## src/hdl/fgs_pkg.sv

```systemverilog
// Package with constants and types for the fuel gauge scheduler.
package fgs_pkg;

   // Timebase: the scheduler counts half-second ticks so that 7.5 s is a whole count.
   localparam int unsigned CLK_FREQ_HZ    = 10_000_000;
   localparam int unsigned TICK_PERIOD_MS = 500;
   localparam int unsigned TICK_CYCLES    = CLK_FREQ_HZ / 1000 * TICK_PERIOD_MS;

   // Active mode: 1 s sampling, 10 s update, in half-second ticks.
   localparam logic [10:0] ACT_SAMPLE_TICKS = 11'h002;
   localparam logic [10:0] ACT_UPDATE_TICKS = 11'h014;

   // Sleep mode pairs: 7.5 s/1 min, 15 s/4 min, 30 s/8 min, 60 s/16 min.
   localparam logic [10:0] SLP_SAMPLE_TICKS [4] = '{11'h00f, 11'h01e, 11'h03c, 11'h078};
   localparam logic [10:0] SLP_UPDATE_TICKS [4] = '{11'h078, 11'h1e0, 11'h3c0, 11'h780};
   localparam logic [1:0]  SLP_RATE_RESET       = 2'h0;

   // Sleep exit current thresholds selected by the two-bit field.
   localparam logic [11:0] SLEEP_EXIT_TH [4] = '{12'h020, 12'h040, 12'h080, 12'h100};

   // Low charge thresholds in percent.
   localparam logic [6:0]  LOW_CHARGE_TH [4] = '{7'h05, 7'h0a, 7'h0f, 7'h14};

   // Charge values.
   localparam logic [6:0]  SOC_FULL     = 7'h64;
   localparam logic [6:0]  SOC_RESET    = 7'h00;
   localparam logic [11:0] ACCUM_RESET  = 12'h000;
   localparam logic [7:0]  CAP_RESET    = 8'h00;

   // Step limit: base plus scaled current, the current part halved for a large pack.
   localparam logic [6:0]  STEP_BASE    = 7'h01;
   localparam logic [7:0]  CAP_LARGE    = 8'h80;

   // Derating shifts: reduction is capacity >> (base - proportion), or >> (base - proportion - 1) in the hotter half of the temperature band.
   localparam logic [3:0]  AGE_SHIFT_BASE  = 4'h7;
   localparam logic [3:0]  TEMP_SHIFT_BASE = 4'h6;

   localparam logic [1:0]  MODE_OFF    = 2'h0;
   localparam logic [1:0]  MODE_INIT   = 2'h1;
   localparam logic [1:0]  MODE_ACTIVE = 2'h2;
   localparam logic [1:0]  MODE_SLEEP  = 2'h3;

   typedef enum logic [1:0] {
      FGS_OFF,
      FGS_INIT,
      FGS_ACTIVE,
      FGS_SLEEP
   } fgs_state_t;

endpackage

```

## src/hdl/fgs_tick_if.sv

```systemverilog
// Interface carrying the timebase tick and its restart between modules.
`timescale 1ns/10ps
`default_nettype none
interface fgs_tick_if;
   logic restart;
   logic tick;
   modport src (input restart, output tick);
   modport snk (output restart, input tick);
endinterface
`default_nettype wire

```

## src/hdl/fgs_timebase.sv

```systemverilog
// Half-second tick generator with synchronous restart.
`timescale 1ns/10ps
`default_nettype none
module fgs_timebase #(
   parameter int unsigned TICK_CYCLES = fgs_pkg::TICK_CYCLES
) (
   // Clock and reset
   input  wire logic  clock_i,
   input  wire logic  rstn_i,
   // Tick link
   fgs_tick_if.src    tb
);

   logic [23:0] cnt_r;
   logic [23:0] cnt_nxt;
   logic        tick_r;
   logic        tick_nxt;

   always_comb begin
      cnt_nxt  = cnt_r + 24'h000001;
      tick_nxt = 1'b0;
      if (tb.restart) begin
         cnt_nxt = 24'h000000;
      end else if (cnt_r == 24'(TICK_CYCLES - 1)) begin
         cnt_nxt  = 24'h000000;
         tick_nxt = 1'b1;
      end
   end

   always_ff @(posedge clock_i) begin
      if (!rstn_i) begin
         cnt_r  <= 24'h000000;
         tick_r <= 1'b0;
      end else begin
         cnt_r  <= cnt_nxt;
         tick_r <= tick_nxt;
      end
   end

   assign tb.tick = tick_r;

endmodule // fgs_timebase
`default_nettype wire

```

## src/hdl/fgs_top.sv

```systemverilog
// Fuel gauge scheduler: modes, sample timing, charge limiting, accumulation and derating.
`timescale 1ns/10ps
`default_nettype none
// How it works
// - Stay in shutdown until gauge enabled.
// - First value taken from voltage alone.
// - Follow the software active/sleep selection.
// - Active: sample 1 s, update 10 s.
// - Limit each step by current and capacity.
// - Sleep: four selectable sample/update pairs.
// - Sleep: converter powered only while sampling.
// - High current in sleep forces active.
// - 12-bit accumulator sums charging increases.
// - Units are percent points, 100 per cycle.
// - Wrap at 4096 and raise overflow flag.
// - Overflow may derate capacity by aging proportion.
// - Temperature derating needs both enable bits.
// - Hotter means smaller capacity, proportion selectable.
// - Temperature derating only inside thermistor band.
// - Low charge flag held while enabled.
// - Termination at full voltage reports 100%.
module fgs_top #(
   parameter int unsigned TICK_CYCLES = fgs_pkg::TICK_CYCLES
) (
   // Clock and reset
   input  wire logic         clock_i,
   input  wire logic         rstn_i,
   // Mode control
   input  wire logic         fg_enable_i,
   input  wire logic         sleep_mode_sel_i,
   input  wire logic [1:0]   sleep_rate_sel_i,
   input  wire logic [1:0]   sleep_exit_current_sel_i,
   // Converter results
   input  wire logic         adc_done_i,
   input  wire logic [6:0]   voltage_soc_i,
   input  wire logic [11:0]  instant_current_i,
   input  wire logic         charging_i,
   input  wire logic         charge_done_i,
   // Capacity configuration
   input  wire logic         capacity_load_i,
   input  wire logic [7:0]   battery_capacity_value_i,
   input  wire logic         aging_adjust_enable_i,
   input  wire logic [1:0]   aging_derate_proportion_i,
   input  wire logic         temp_adjust_enable_i,
   input  wire logic         thermistor_sense_enable_i,
   input  wire logic [1:0]   temp_derate_proportion_i,
   input  wire logic [11:0]  thermistor_node_i,
   input  wire logic [11:0]  temp_high_45_i,
   input  wire logic [11:0]  temp_low_0_i,
   // Flags
   input  wire logic [1:0]   low_charge_threshold_i,
   input  wire logic         low_charge_int_enable_i,
   input  wire logic         accum_flag_clear_i,
   // Converter control
   output logic              adc_start_o,
   output logic              adc_power_o,
   // Status
   output logic [1:0]        fg_mode_o,
   output logic [6:0]        charge_percent_value_o,
   output logic [3:0]        charge_accum_high_o,
   output logic [7:0]        charge_accum_low_o,
   output logic [7:0]        capacity_effective_o,
   output logic              accum_overflow_flag_o,
   output logic              low_charge_flag_o,
   output logic              int_event_o
);

   fgs_tick_if tick_link ();

   fgs_timebase #(.TICK_CYCLES(TICK_CYCLES)) u_timebase (
      .clock_i (clock_i),
      .rstn_i  (rstn_i),
      .tb      (tick_link)
   );

   ////////////////////////////////////////////////////////////////////////////////
   // Mode and schedule

   fgs_pkg::fgs_state_t state_r, state_nxt;
   logic [1:0]  mode_r, mode_nxt;
   logic [10:0] samp_cnt_r, samp_cnt_nxt;
   logic [10:0] upd_cnt_r, upd_cnt_nxt;
   logic        upd_due_r, upd_due_nxt;
   logic        busy_r, busy_nxt;
   logic        start_r, start_nxt;
   logic        power_r, power_nxt;
   logic        sel_prev_r;
   logic        restart;
   logic [10:0] samp_per;
   logic [10:0] upd_per;
   logic        over_th;

   assign over_th = instant_current_i > fgs_pkg::SLEEP_EXIT_TH[sleep_exit_current_sel_i];
   assign samp_per = (state_r == fgs_pkg::FGS_SLEEP) ?
                     fgs_pkg::SLP_SAMPLE_TICKS[sleep_rate_sel_i] : fgs_pkg::ACT_SAMPLE_TICKS;
   assign upd_per  = (state_r == fgs_pkg::FGS_SLEEP) ?
                     fgs_pkg::SLP_UPDATE_TICKS[sleep_rate_sel_i] : fgs_pkg::ACT_UPDATE_TICKS;

   always_comb begin
      state_nxt    = state_r;
      samp_cnt_nxt = samp_cnt_r;
      upd_cnt_nxt  = upd_cnt_r;
      upd_due_nxt  = upd_due_r;
      busy_nxt     = busy_r;
      start_nxt    = 1'b0;
      restart      = 1'b0;
      if (start_r) busy_nxt = 1'b1;
      if (adc_done_i) busy_nxt = 1'b0;
      case (state_r)
         fgs_pkg::FGS_OFF: begin
            if (fg_enable_i) begin
               state_nxt = fgs_pkg::FGS_INIT;
               start_nxt = 1'b1;
            end
         end
         fgs_pkg::FGS_INIT: begin
            if (adc_done_i && busy_r) begin
               state_nxt = sleep_mode_sel_i ? fgs_pkg::FGS_SLEEP : fgs_pkg::FGS_ACTIVE;
               restart   = 1'b1;
            end
         end
         fgs_pkg::FGS_ACTIVE, fgs_pkg::FGS_SLEEP: begin
            if (tick_link.tick) begin
               samp_cnt_nxt = samp_cnt_r + 11'h001;
               upd_cnt_nxt  = upd_cnt_r + 11'h001;
               if (samp_cnt_r + 11'h001 >= samp_per) begin
                  samp_cnt_nxt = 11'h000;
                  start_nxt    = 1'b1;
               end
               if (upd_cnt_r + 11'h001 >= upd_per) begin
                  upd_cnt_nxt = 11'h000;
                  upd_due_nxt = 1'b1;
               end
            end
            if (adc_done_i && busy_r) upd_due_nxt = 1'b0;
            if (state_r == fgs_pkg::FGS_SLEEP && adc_done_i && busy_r && over_th) begin
               state_nxt = fgs_pkg::FGS_ACTIVE;
               restart   = 1'b1;
            end
            // Only a change of the selection moves the mode, so that an automatic
            // exit from sleep is not undone while software still selects sleep.
            if (sleep_mode_sel_i != sel_prev_r) begin
               state_nxt = sleep_mode_sel_i ? fgs_pkg::FGS_SLEEP : fgs_pkg::FGS_ACTIVE;
               restart   = 1'b1;
            end
         end
         default: state_nxt = fgs_pkg::FGS_OFF;
      endcase
      if (restart) begin
         samp_cnt_nxt = 11'h000;
         upd_cnt_nxt  = 11'h000;
         upd_due_nxt  = 1'b0;
      end
      if (!fg_enable_i) begin
         state_nxt   = fgs_pkg::FGS_OFF;
         start_nxt   = 1'b0;
         busy_nxt    = 1'b0;
         upd_due_nxt = 1'b0;
      end
      case (state_nxt)
         fgs_pkg::FGS_INIT:   mode_nxt = fgs_pkg::MODE_INIT;
         fgs_pkg::FGS_ACTIVE: mode_nxt = fgs_pkg::MODE_ACTIVE;
         fgs_pkg::FGS_SLEEP:  mode_nxt = fgs_pkg::MODE_SLEEP;
         default:             mode_nxt = fgs_pkg::MODE_OFF;
      endcase
      // Active keeps the converter powered; sleep powers it only per sample.
      power_nxt = (state_nxt == fgs_pkg::FGS_ACTIVE) || start_nxt || busy_nxt;
   end

   assign tick_link.restart = restart;

   always_ff @(posedge clock_i) begin
      if (!rstn_i) begin
         state_r    <= fgs_pkg::FGS_OFF;
         mode_r     <= fgs_pkg::MODE_OFF;
         samp_cnt_r <= 11'h000;
         upd_cnt_r  <= 11'h000;
         upd_due_r  <= 1'b0;
         busy_r     <= 1'b0;
         start_r    <= 1'b0;
         power_r    <= 1'b0;
         sel_prev_r <= 1'b0;
      end else begin
         state_r    <= state_nxt;
         mode_r     <= mode_nxt;
         samp_cnt_r <= samp_cnt_nxt;
         upd_cnt_r  <= upd_cnt_nxt;
         upd_due_r  <= upd_due_nxt;
         busy_r     <= busy_nxt;
         start_r    <= start_nxt;
         power_r    <= power_nxt;
         sel_prev_r <= sleep_mode_sel_i;
      end
   end

   ////////////////////////////////////////////////////////////////////////////////
   // Charge value, accumulator and flags

   logic [6:0]  soc_r, soc_nxt;
   logic [11:0] acc_r, acc_nxt;
   logic        acc_flag_r, acc_flag_nxt;
   logic        low_r, low_nxt;
   logic        irq_r, irq_nxt;
   logic        ovf;
   logic [6:0]  step_lim;
   logic [6:0]  rise;
   logic [12:0] acc_sum;
   logic        do_update;

   assign do_update = adc_done_i && busy_r && upd_due_r;
   // A large pack moves its charge slowly, so the current part of the step is halved.
   assign step_lim  = (capacity_effective_o >= fgs_pkg::CAP_LARGE) ?
                      (fgs_pkg::STEP_BASE + {3'h0, instant_current_i[11:8]}) :
                      (fgs_pkg::STEP_BASE + {2'h0, instant_current_i[11:7]});

   always_comb begin
      soc_nxt = soc_r;
      rise    = 7'h00;
      if (state_r == fgs_pkg::FGS_INIT && adc_done_i && busy_r) begin
         soc_nxt = voltage_soc_i;
      end else if (do_update) begin
         if (voltage_soc_i > soc_r) begin
            soc_nxt = (voltage_soc_i - soc_r > step_lim) ? soc_r + step_lim : voltage_soc_i;
         end else begin
            soc_nxt = (soc_r - voltage_soc_i > step_lim) ? soc_r - step_lim : voltage_soc_i;
         end
      end
      if (charge_done_i && state_r != fgs_pkg::FGS_OFF) soc_nxt = fgs_pkg::SOC_FULL;
      if (charging_i && soc_nxt > soc_r) rise = soc_nxt - soc_r;
      acc_sum = {1'b0, acc_r} + {6'h00, rise};
      acc_nxt = acc_sum[11:0];
      ovf     = acc_sum[12];
      // A new overflow beats a clear that lands in the same cycle.
      acc_flag_nxt = ovf || (acc_flag_r && !accum_flag_clear_i);
      low_nxt = low_charge_int_enable_i && state_r != fgs_pkg::FGS_OFF &&
                soc_r < fgs_pkg::LOW_CHARGE_TH[low_charge_threshold_i];
      irq_nxt = ovf || (low_nxt && !low_r);
   end

   always_ff @(posedge clock_i) begin
      if (!rstn_i) begin
         soc_r      <= fgs_pkg::SOC_RESET;
         acc_r      <= fgs_pkg::ACCUM_RESET;
         acc_flag_r <= 1'b0;
         low_r      <= 1'b0;
         irq_r      <= 1'b0;
      end else begin
         soc_r      <= soc_nxt;
         acc_r      <= acc_nxt;
         acc_flag_r <= acc_flag_nxt;
         low_r      <= low_nxt;
         irq_r      <= irq_nxt;
      end
   end

   ////////////////////////////////////////////////////////////////////////////////
   // Capacity derating

   logic [7:0]  cap_age_r, cap_age_nxt;
   logic [7:0]  cap_eff_r, cap_eff_nxt;
   logic [3:0]  tshift;
   logic [11:0] tmid;
   logic        in_band;

   assign in_band = thermistor_node_i >= temp_high_45_i && thermistor_node_i <= temp_low_0_i;
   assign tmid    = temp_high_45_i + ((temp_low_0_i - temp_high_45_i) >> 1);

   always_comb begin
      cap_age_nxt = cap_age_r;
      if (capacity_load_i) begin
         cap_age_nxt = battery_capacity_value_i;
      end else if (ovf && aging_adjust_enable_i) begin
         cap_age_nxt = cap_age_r - (cap_age_r >> (fgs_pkg::AGE_SHIFT_BASE -
                                                  {2'h0, aging_derate_proportion_i}));
      end
      // The thermistor voltage falls as it warms, so the lower half of the band is
      // the hotter half and takes the larger cut.
      tshift = fgs_pkg::TEMP_SHIFT_BASE - {2'h0, temp_derate_proportion_i};
      if (thermistor_node_i < tmid) tshift = tshift - 4'h1;
      cap_eff_nxt = cap_age_r;
      if (temp_adjust_enable_i && thermistor_sense_enable_i && in_band) begin
         cap_eff_nxt = cap_age_r - (cap_age_r >> tshift);
      end
   end

   always_ff @(posedge clock_i) begin
      if (!rstn_i) begin
         cap_age_r <= fgs_pkg::CAP_RESET;
         cap_eff_r <= fgs_pkg::CAP_RESET;
      end else begin
         cap_age_r <= cap_age_nxt;
         cap_eff_r <= cap_eff_nxt;
      end
   end

   assign adc_start_o            = start_r;
   assign adc_power_o            = power_r;
   assign fg_mode_o              = mode_r;
   assign charge_percent_value_o = soc_r;
   assign charge_accum_high_o    = acc_r[11:8];
   assign charge_accum_low_o     = acc_r[7:0];
   assign capacity_effective_o   = cap_eff_r;
   assign accum_overflow_flag_o  = acc_flag_r;
   assign low_charge_flag_o      = low_r;
   assign int_event_o            = irq_r;
endmodule // fgs_top
`default_nettype wire

```

## config.mk

```make
export PLATFORM = sky130hd
export DESIGN_NAME = fgs_top
export DESIGN_NICKNAME = d
export VERILOG_FILES = /design/src/hdl/fgs_pkg.sv /design/src/hdl/fgs_tick_if.sv /design/src/hdl/fgs_timebase.sv /design/src/hdl/fgs_top.sv
export SDC_FILE = /design/constraint.sdc
export NUM_CORES = 1
export LEC_CHECK = 0
export ABC_AREA = 0
export BUFFER_PORTS_ARGS = -buffer_cell sky130_fd_sc_hd__clkbuf_2
export CAP_MARGIN = 20
export CELL_PAD_IN_SITES_DETAIL_PLACEMENT = 0
export CELL_PAD_IN_SITES_GLOBAL_PLACEMENT = 1
export CORE_AREA = 2 2 157 159
export DETAILED_ROUTE_END_ITERATION = 8
export DIE_AREA = 0 0 159 161
export PLACE_DENSITY_LB_ADDON = 0.2
export RECOVER_POWER = 100
export REMOVE_ABC_BUFFERS = 1
export SLEW_MARGIN = 25
export SYNTH_ARGS = -nofsm -noshare
export SYNTH_HDL_FRONTEND = slang
export SYNTH_SLANG_ARGS = --single-unit
```

## constraint.sdc

```tcl
create_clock -name clock_i -period 6.9 [get_ports clock_i]
set_input_delay 1.035 -clock clock_i [delete_from_list [all_inputs] [get_ports clock_i]]
set_output_delay 1.035 -clock clock_i [all_outputs]
set_load 0.005 [all_outputs]
```

After elaboration in Yosys (flattened, before gate mapping):

Cells that the tools add are included.

* reductions and logical operators: 34
* shift operators: 2
* order comparisons: 15
* mux-type cells: 50
* eq/ne operators: 8
* bitwise gates (word level): 5
* $add $sub $neg: 18

Operators with widths (count)
* $mux 11: 8
* $mux 7: 9
* $bmux 11 s2: 2
* $add 24x1->24 const B: 1
* $bmux 12 s2: 1
* $eq 24x23->1 const B: 1
* $mux 12: 2
* $mux 8: 3
* $add 11x1->11 const B: 2
* $ge 11x11->1: 2
* $sub 7x7->7: 3
* $logic_and 1x1->1: 17
* $shr 8x4->8: 2
* $sub 8x8->8: 2
* $bmux 7 s2: 1
* $gt 7x6->1: 2
* $gt 7x7->1: 2
* $mux 1: 14
* $add 12x7->13: 1
* $add 12x11->12: 1
* $ge 12x12->1: 1
* $gt 12x12->1: 1
* $le 12x12->1: 1
* $lt 12x12->1: 1
* other kinds (28): 52

* output and inout bits: 34
* register bits: 94
* input bits: 86
* logic and storage cells: 150

Depth between registers and ports, before layout:

* depth in word-level cells: 15
* gate-level depth with buffers: 36
* depth with buffers taken out: 36

Modules after synthesis:

Synthesis repeated with hierarchy kept, for this count alone.

* cells, all modules: 1207
* area, all modules: 9618.0 um2

Modules (own cells, without submodules)
* fgs_top: area each 8460.6 um2, cells each 1077, seq. area each 1361.3 um2, instances 1
* fgs_timebase: area each 1157.4 um2, cells each 130, seq. area each 500.5 um2, instances 1

Worst setup path after synthesis:

No wires, ideal clock.

* kind: input to register
* from: input voltage_soc_i[1]
* to: register cap_age_r[7]
* buffers on the path: 0
* arrival time: 7.345 ns
* path slack: -0.536 ns
* required time: 6.809 ns
* stages on the path: 33
* library setup time: 0.091 ns
* path through: inv_1 > ha_1 > a21o_1 > a21oi_1 > o21bai_1 > a21oi_1 > xnor2_1 > ha_1 > nand3_1 > o21bai_1 > a21oi_1 > o41ai_4 > a21o_1 > a211o_1 > and2_1 > ha_1 > nor2b_1 > o21ai_0 > a21boi_0 > o21ai_0 > a21boi_0 > o21a_1 > o221ai_1 > or2_2 > fa_1 > nor2b_1 > o21ai_1 > a21oi_1 > o21ai_1 > a21boi_2 > o2111ai_1 > or4_1 > a311oi_1

* cells in the longest elaborated chain, start to end: 13
* elaborated cells between the ends (all ways): 18
* those cells by class: 4 x add/sub; 4 x order compare; 7 x mux; 3 x reduce/logical

RTL lines
* from (decl): line fgs_top.sv:35 `input wire logic [6:0] voltage_soc_i,`
* $sub 7x7->7, on equally long branches: line fgs_top.sv:225, fgs_top.sv:223
* $gt 7x6->1, on equally long branches: line fgs_top.sv:225, fgs_top.sv:223
* $mux 7, on equally long branches: line fgs_top.sv:225, fgs_top.sv:223
* $mux 7: line fgs_top.sv:222 `if (voltage_soc_i > soc_r) begin`
* $mux 7: line fgs_top.sv:221 `end else if (do_update) begin`
* $mux 7 (*): line fgs_top.sv:219 `if (state_r == fgs_pkg::FGS_INIT && adc_done_i && busy_r) begin`
* $mux 7 (*): line fgs_top.sv:228 `if (charge_done_i && state_r != fgs_pkg::FGS_OFF) soc_nxt = fgs_pkg::SOC_FULL;`
* via soc_nxt[1]: line fgs_top.sv:199 `logic [6:0] soc_r, soc_nxt;`
* $gt 7x7->1: line fgs_top.sv:229 `if (charging_i && soc_nxt > soc_r) rise = soc_nxt - soc_r;`
* $logic_and 1x1->1: line fgs_top.sv:229
* $mux 7 (*): line fgs_top.sv:229
* $add 12x7->13 (*): line fgs_top.sv:230 `acc_sum = {1'b0, acc_r} + {6'h00, rise};`
* $logic_and 1x1->1 (*): line fgs_top.sv:272 `end else if (ovf && aging_adjust_enable_i) begin`
* $reduce_bool 2->1 (no line) (*)
* to (signal assigned): line fgs_top.sv:288 `cap_age_r <= fgs_pkg::CAP_RESET;`
* to (signal assigned): line fgs_top.sv:291 `cap_age_r <= cap_age_nxt;`
* to (decl): line fgs_top.sv:259 `logic [7:0] cap_age_r, cap_age_nxt;`

The timed path passes the listed nets; every way through them passes the cells marked *.
A chain may end at the register's enable or synchronous reset.

Worst setup path after layout:

* from: input voltage_soc_i[0]
* to: register cap_age_r[7]

* cells in the longest elaborated chain, start to end: 13
* elaborated cells between the ends (all ways): 18
* those cells by class: 4 x add/sub; 4 x order compare; 7 x mux; 3 x reduce/logical

RTL lines (line)
* $sub 7x7->7, on equally long branches: fgs_top.sv:225, fgs_top.sv:223
* $gt 7x6->1, on equally long branches: fgs_top.sv:225, fgs_top.sv:223
* $mux 7, on equally long branches: fgs_top.sv:225, fgs_top.sv:223
* $mux 7 (*): fgs_top.sv:222
* $mux 7 (*): fgs_top.sv:221
* $mux 7 (*): fgs_top.sv:219
* $mux 7 (*): fgs_top.sv:228
* via soc_nxt[1]: fgs_top.sv:199
* $gt 7x7->1: fgs_top.sv:229
* $logic_and 1x1->1: fgs_top.sv:229
* $mux 7 (*): fgs_top.sv:229
* $add 12x7->13 (*): fgs_top.sv:230
* $logic_and 1x1->1 (*): fgs_top.sv:272
* $reduce_bool 2->1 (no line) (*)

Marked as above.

==> reports/metrics.cfg <==
[cts]
clkSinkCount=93
cts_tree=built
cts_inserted_buffers=9
cts-root-buf=clkbuf_16
clk_path_buf_depth=2
insertion_delay_ns=0.36
path_clk_slew_ns=0.07
ctsHtreeMaxLevel=3
postCtsHoldBufs=0

[routing]
drc_errors=0
drt_iter0_drc=438
viasPerCell=5.18
wl_per_cell_um=15.2
drt-pass1-iter-count=5
wirelength_um=28000
via_count=9507
final_antenna_net_count=0

[sta]
setup_violations=2
skew_ns=0.0142
min_period_over_period=1.01
period_needed_ns=6.98
slew_viol_final=0
max_freq_mhz=143
hold_viol=0
grt_setup_unrepaired=true
tightest_slew_ns=0.826
timing.slew.headroom=0.449
finalWorstSetupSlack_ns=-0.0765
setup_tns_ns=-0.0795

[die]
die_area_sq_um=25600
rows=57
die_x_um=159
die_h_um=161
io_pins=120
initial_core_util=0.405
design.core.area_sq_um=24000

[grt]
overflow=0
grt_start_max_net_pins=29
antenna_found_initial=0
grt_pass1_wl_um=45000
grt_usage=0.213
grt_pass1_vias=9252

[logic_synthesis]
synth_edf_count=0
async_flop_share=0
synth_seq_cells=93
netlist_top_cells_count=ha_1 (154), nor2_1 (105), inv_1 (94), dfxtp_1 (93), a21oi_1 (72)
synth_top_area_frac=0.198
synth_cell_types=91
ys_warn_count=0
ys_seq_area_frac=0.192
synth_area_leaders=ha_1 (20%), dfxtp_1 (19%), xnor2_1 (4.9%), nor2_1 (4.1%), a21oi_1 (3.7%)
syn_avg_cell_area_sq_um=8.11
synth_area_leader_cell=ha_1
synth.most_common_cell=ha_1
synth_area_sq_um=9710
synth_flop_cell=dfxtp_1
synthCells=1197

[setup_path]
slowest_delay_ns=0.50
r2r_setup_slack_ns=0.19
endpoint=cap_age_r[7]$_SDFFE_PN0P_
critPathLaunch=voltage_soc_i[0]
start_kind=primary input
required_ns=7.16
slowest_stage=or4_1
critPathMostFrequentCell=o21ai_2
crit_type=in -> reg
cp.depth=36
reg2reg_from=charge_percent_value_o[1]$_SDFF_PN0_
path_buf_inv=4
cp_top_family=compound AO/OA/AOI/OAI gates
end_kind=flop
reg2reg_to=cap_age_r[7]$_SDFFE_PN0P_
arrival_ns=7.24
reg2reg_depth=33
cp_max_fo=4

[worst_hold_path]
hp-class=reg -> reg

[run_status]
violations=setup timing
status=finished with violations

[power_and_ir_drop]
p_total_w=0.00232
powerDensity_nw_per_um2=178
peakVddDrop_v=0.000127
p_leak_nw=6.17

[place]
gp_congestion=0.881
dpl.hpwl_um=22000
io_buffers=119

[final_layout]
layout-drive-gt1-share=0.314
nFillCells=2341
diodes=0
nets=1756
area_delta_synth_final_pct=33.8

[run]
max_cap_violations=0

[metrics by stage]
step / hold WS [ns] / worst slack, ns / utilization / instances / cell area (sq um)
2_1_floorplan: 0.426 / -0.551 / - / 1163 / 9530
6_report: 0.472 / -0.0765 / 0.542 / 1835 / 13000
3_5_place_dp: 0.467 / -0.858 / 0.493 / 1778 / 11800
3_3_place_gp: 0.444 / -0.691 / 0.493 / 1778 / 11800
4_1_cts: 0.483 / -0.0238 / 0.516 / 1812 / 12400
5_1_grt: 0.499 / -0.412 / 0.542 / 1835 / 13000
[sequential cells by signal, indices dropped and copies added, names as in the netlist]
| register | flops |
|---|---|
| int_event_o | 1 |
| charge_percent_value_o | 7 |
| upd_due_r | 1 |
| sel_prev_r | 1 |
| low_charge_flag_o | 1 |
| samp_cnt_r | 11 |
| busy_r | 1 |
| acc_r | 12 |
| state_r | 2 |
| fg_mode_o | 1 |
| upd_cnt_r | 11 |
| u_timebase.tb.tick | 1 |
| u_timebase.cnt_r | 24 |
| cap_age_r | 8 |
| accum_overflow_flag_o | 1 |
| adc_start_o | 1 |
| adc_power_o | 1 |
| capacity_effective_o | 8 |
[worst register-to-register path, delay by kind of cell, from the launching register on]
kind                       cells  cell delay, ns
AOI/OAI and AO/OA             18            2.96
xor gates and xnor gates       1            0.10
adders and majority gates      5            1.55
buffers and inverters          2            0.26
DFF                            1            0.50
and+or+nand+nor                7            1.25
[per-layer routing]
layer	GRT usage	up-vias	part of all wire	wire [um]
met5	0	-	0	0
met4	0.0537	0	0.019	539
met3	0.0272	31	0.032	899
met2	0.369	177	0.48	13300
met1	0.281	4378	0.47	13200
li1	-	4921	-	-
[cells in the final DEF, fill, tap and decap left out, types with 31 or more instances in the layout]
cell and count:
clkbuf_2 115, nor2_1 104, nand3_1 48, buf_4 206
a21o_1 31, dfxtp_1 93, o21ai_0 39, ha_1 140
xor2_1 38, nand2_1 71, inv_1 85, a21oi_1 54
xnor2_1 52
[area by class of cell]
class,instances,area (sq um),share of cell area
clock inverter,6,75.1,0.00578
sequential,93,1860,0.143
inverter,95,367,0.0282
tap,324,405,0.0312
multi-input combinational,975,7790,0.600
timing repair buffer,332,2250,0.173
clock buffer,10,239,0.0184
[report_power, final]
group | switching [W] | leakage [nW] | internal, W
logic | 0.000572 | 5.27 | 0.000634
clock network | 0.000240 | 0.152 | 0.000297
registers | 0.0000207 | 0.755 | 0.000552
total | 0.000832 | 6.17 | 0.00148
[kinds of logic (layout without fill, tap and decap cells)]
logic type / count (synthesis) / count (layout) / share of synthesized area
AND/OR/NAND/NOR: 402 / 402 / 0.211
flip-flops: 93 / 93 / 0.192
AO/OA/AOI/OAI: 288 / 288 / 0.209
adder cells (fa/ha/maj): 164 / 164 / 0.219
buffers and inverters: 129 / 443 / 0.0557
multiplexers: 27 / 27 / 0.0283
XOR/XNOR: 94 / 94 / 0.0856
[timing repair]
action,CTS,global route
pin swaps,20,88
gates resized for setup,31,110
setup buffers,18,24
endpoints found under the setup margin,18,23
[worst min path at each step]
stage | from | end | cells past startpoint
after CTS | u_timebase.cnt_r[0]$_SDFF_PP0_ | u_timebase.cnt_r[0]$_SDFF_PP0_ | 1
final | u_timebase.cnt_r[0]$_SDFF_PP0_ | u_timebase.cnt_r[0]$_SDFF_PP0_ | 1
after global routing | u_timebase.cnt_r[0]$_SDFF_PP0_ | u_timebase.cnt_r[0]$_SDFF_PP0_ | 1
after global placement | u_timebase.cnt_r[0]$_SDFF_PP0_ | u_timebase.cnt_r[0]$_SDFF_PP0_ | 1
after floorplan | u_timebase.cnt_r[0]$_SDFF_PP0_ | u_timebase.cnt_r[0]$_SDFF_PP0_ | 1
after detailed placement | u_timebase.cnt_r[0]$_SDFF_PP0_ | u_timebase.cnt_r[0]$_SDFF_PP0_ | 1
Note: power is estimated with default switching activity, not from simulation.
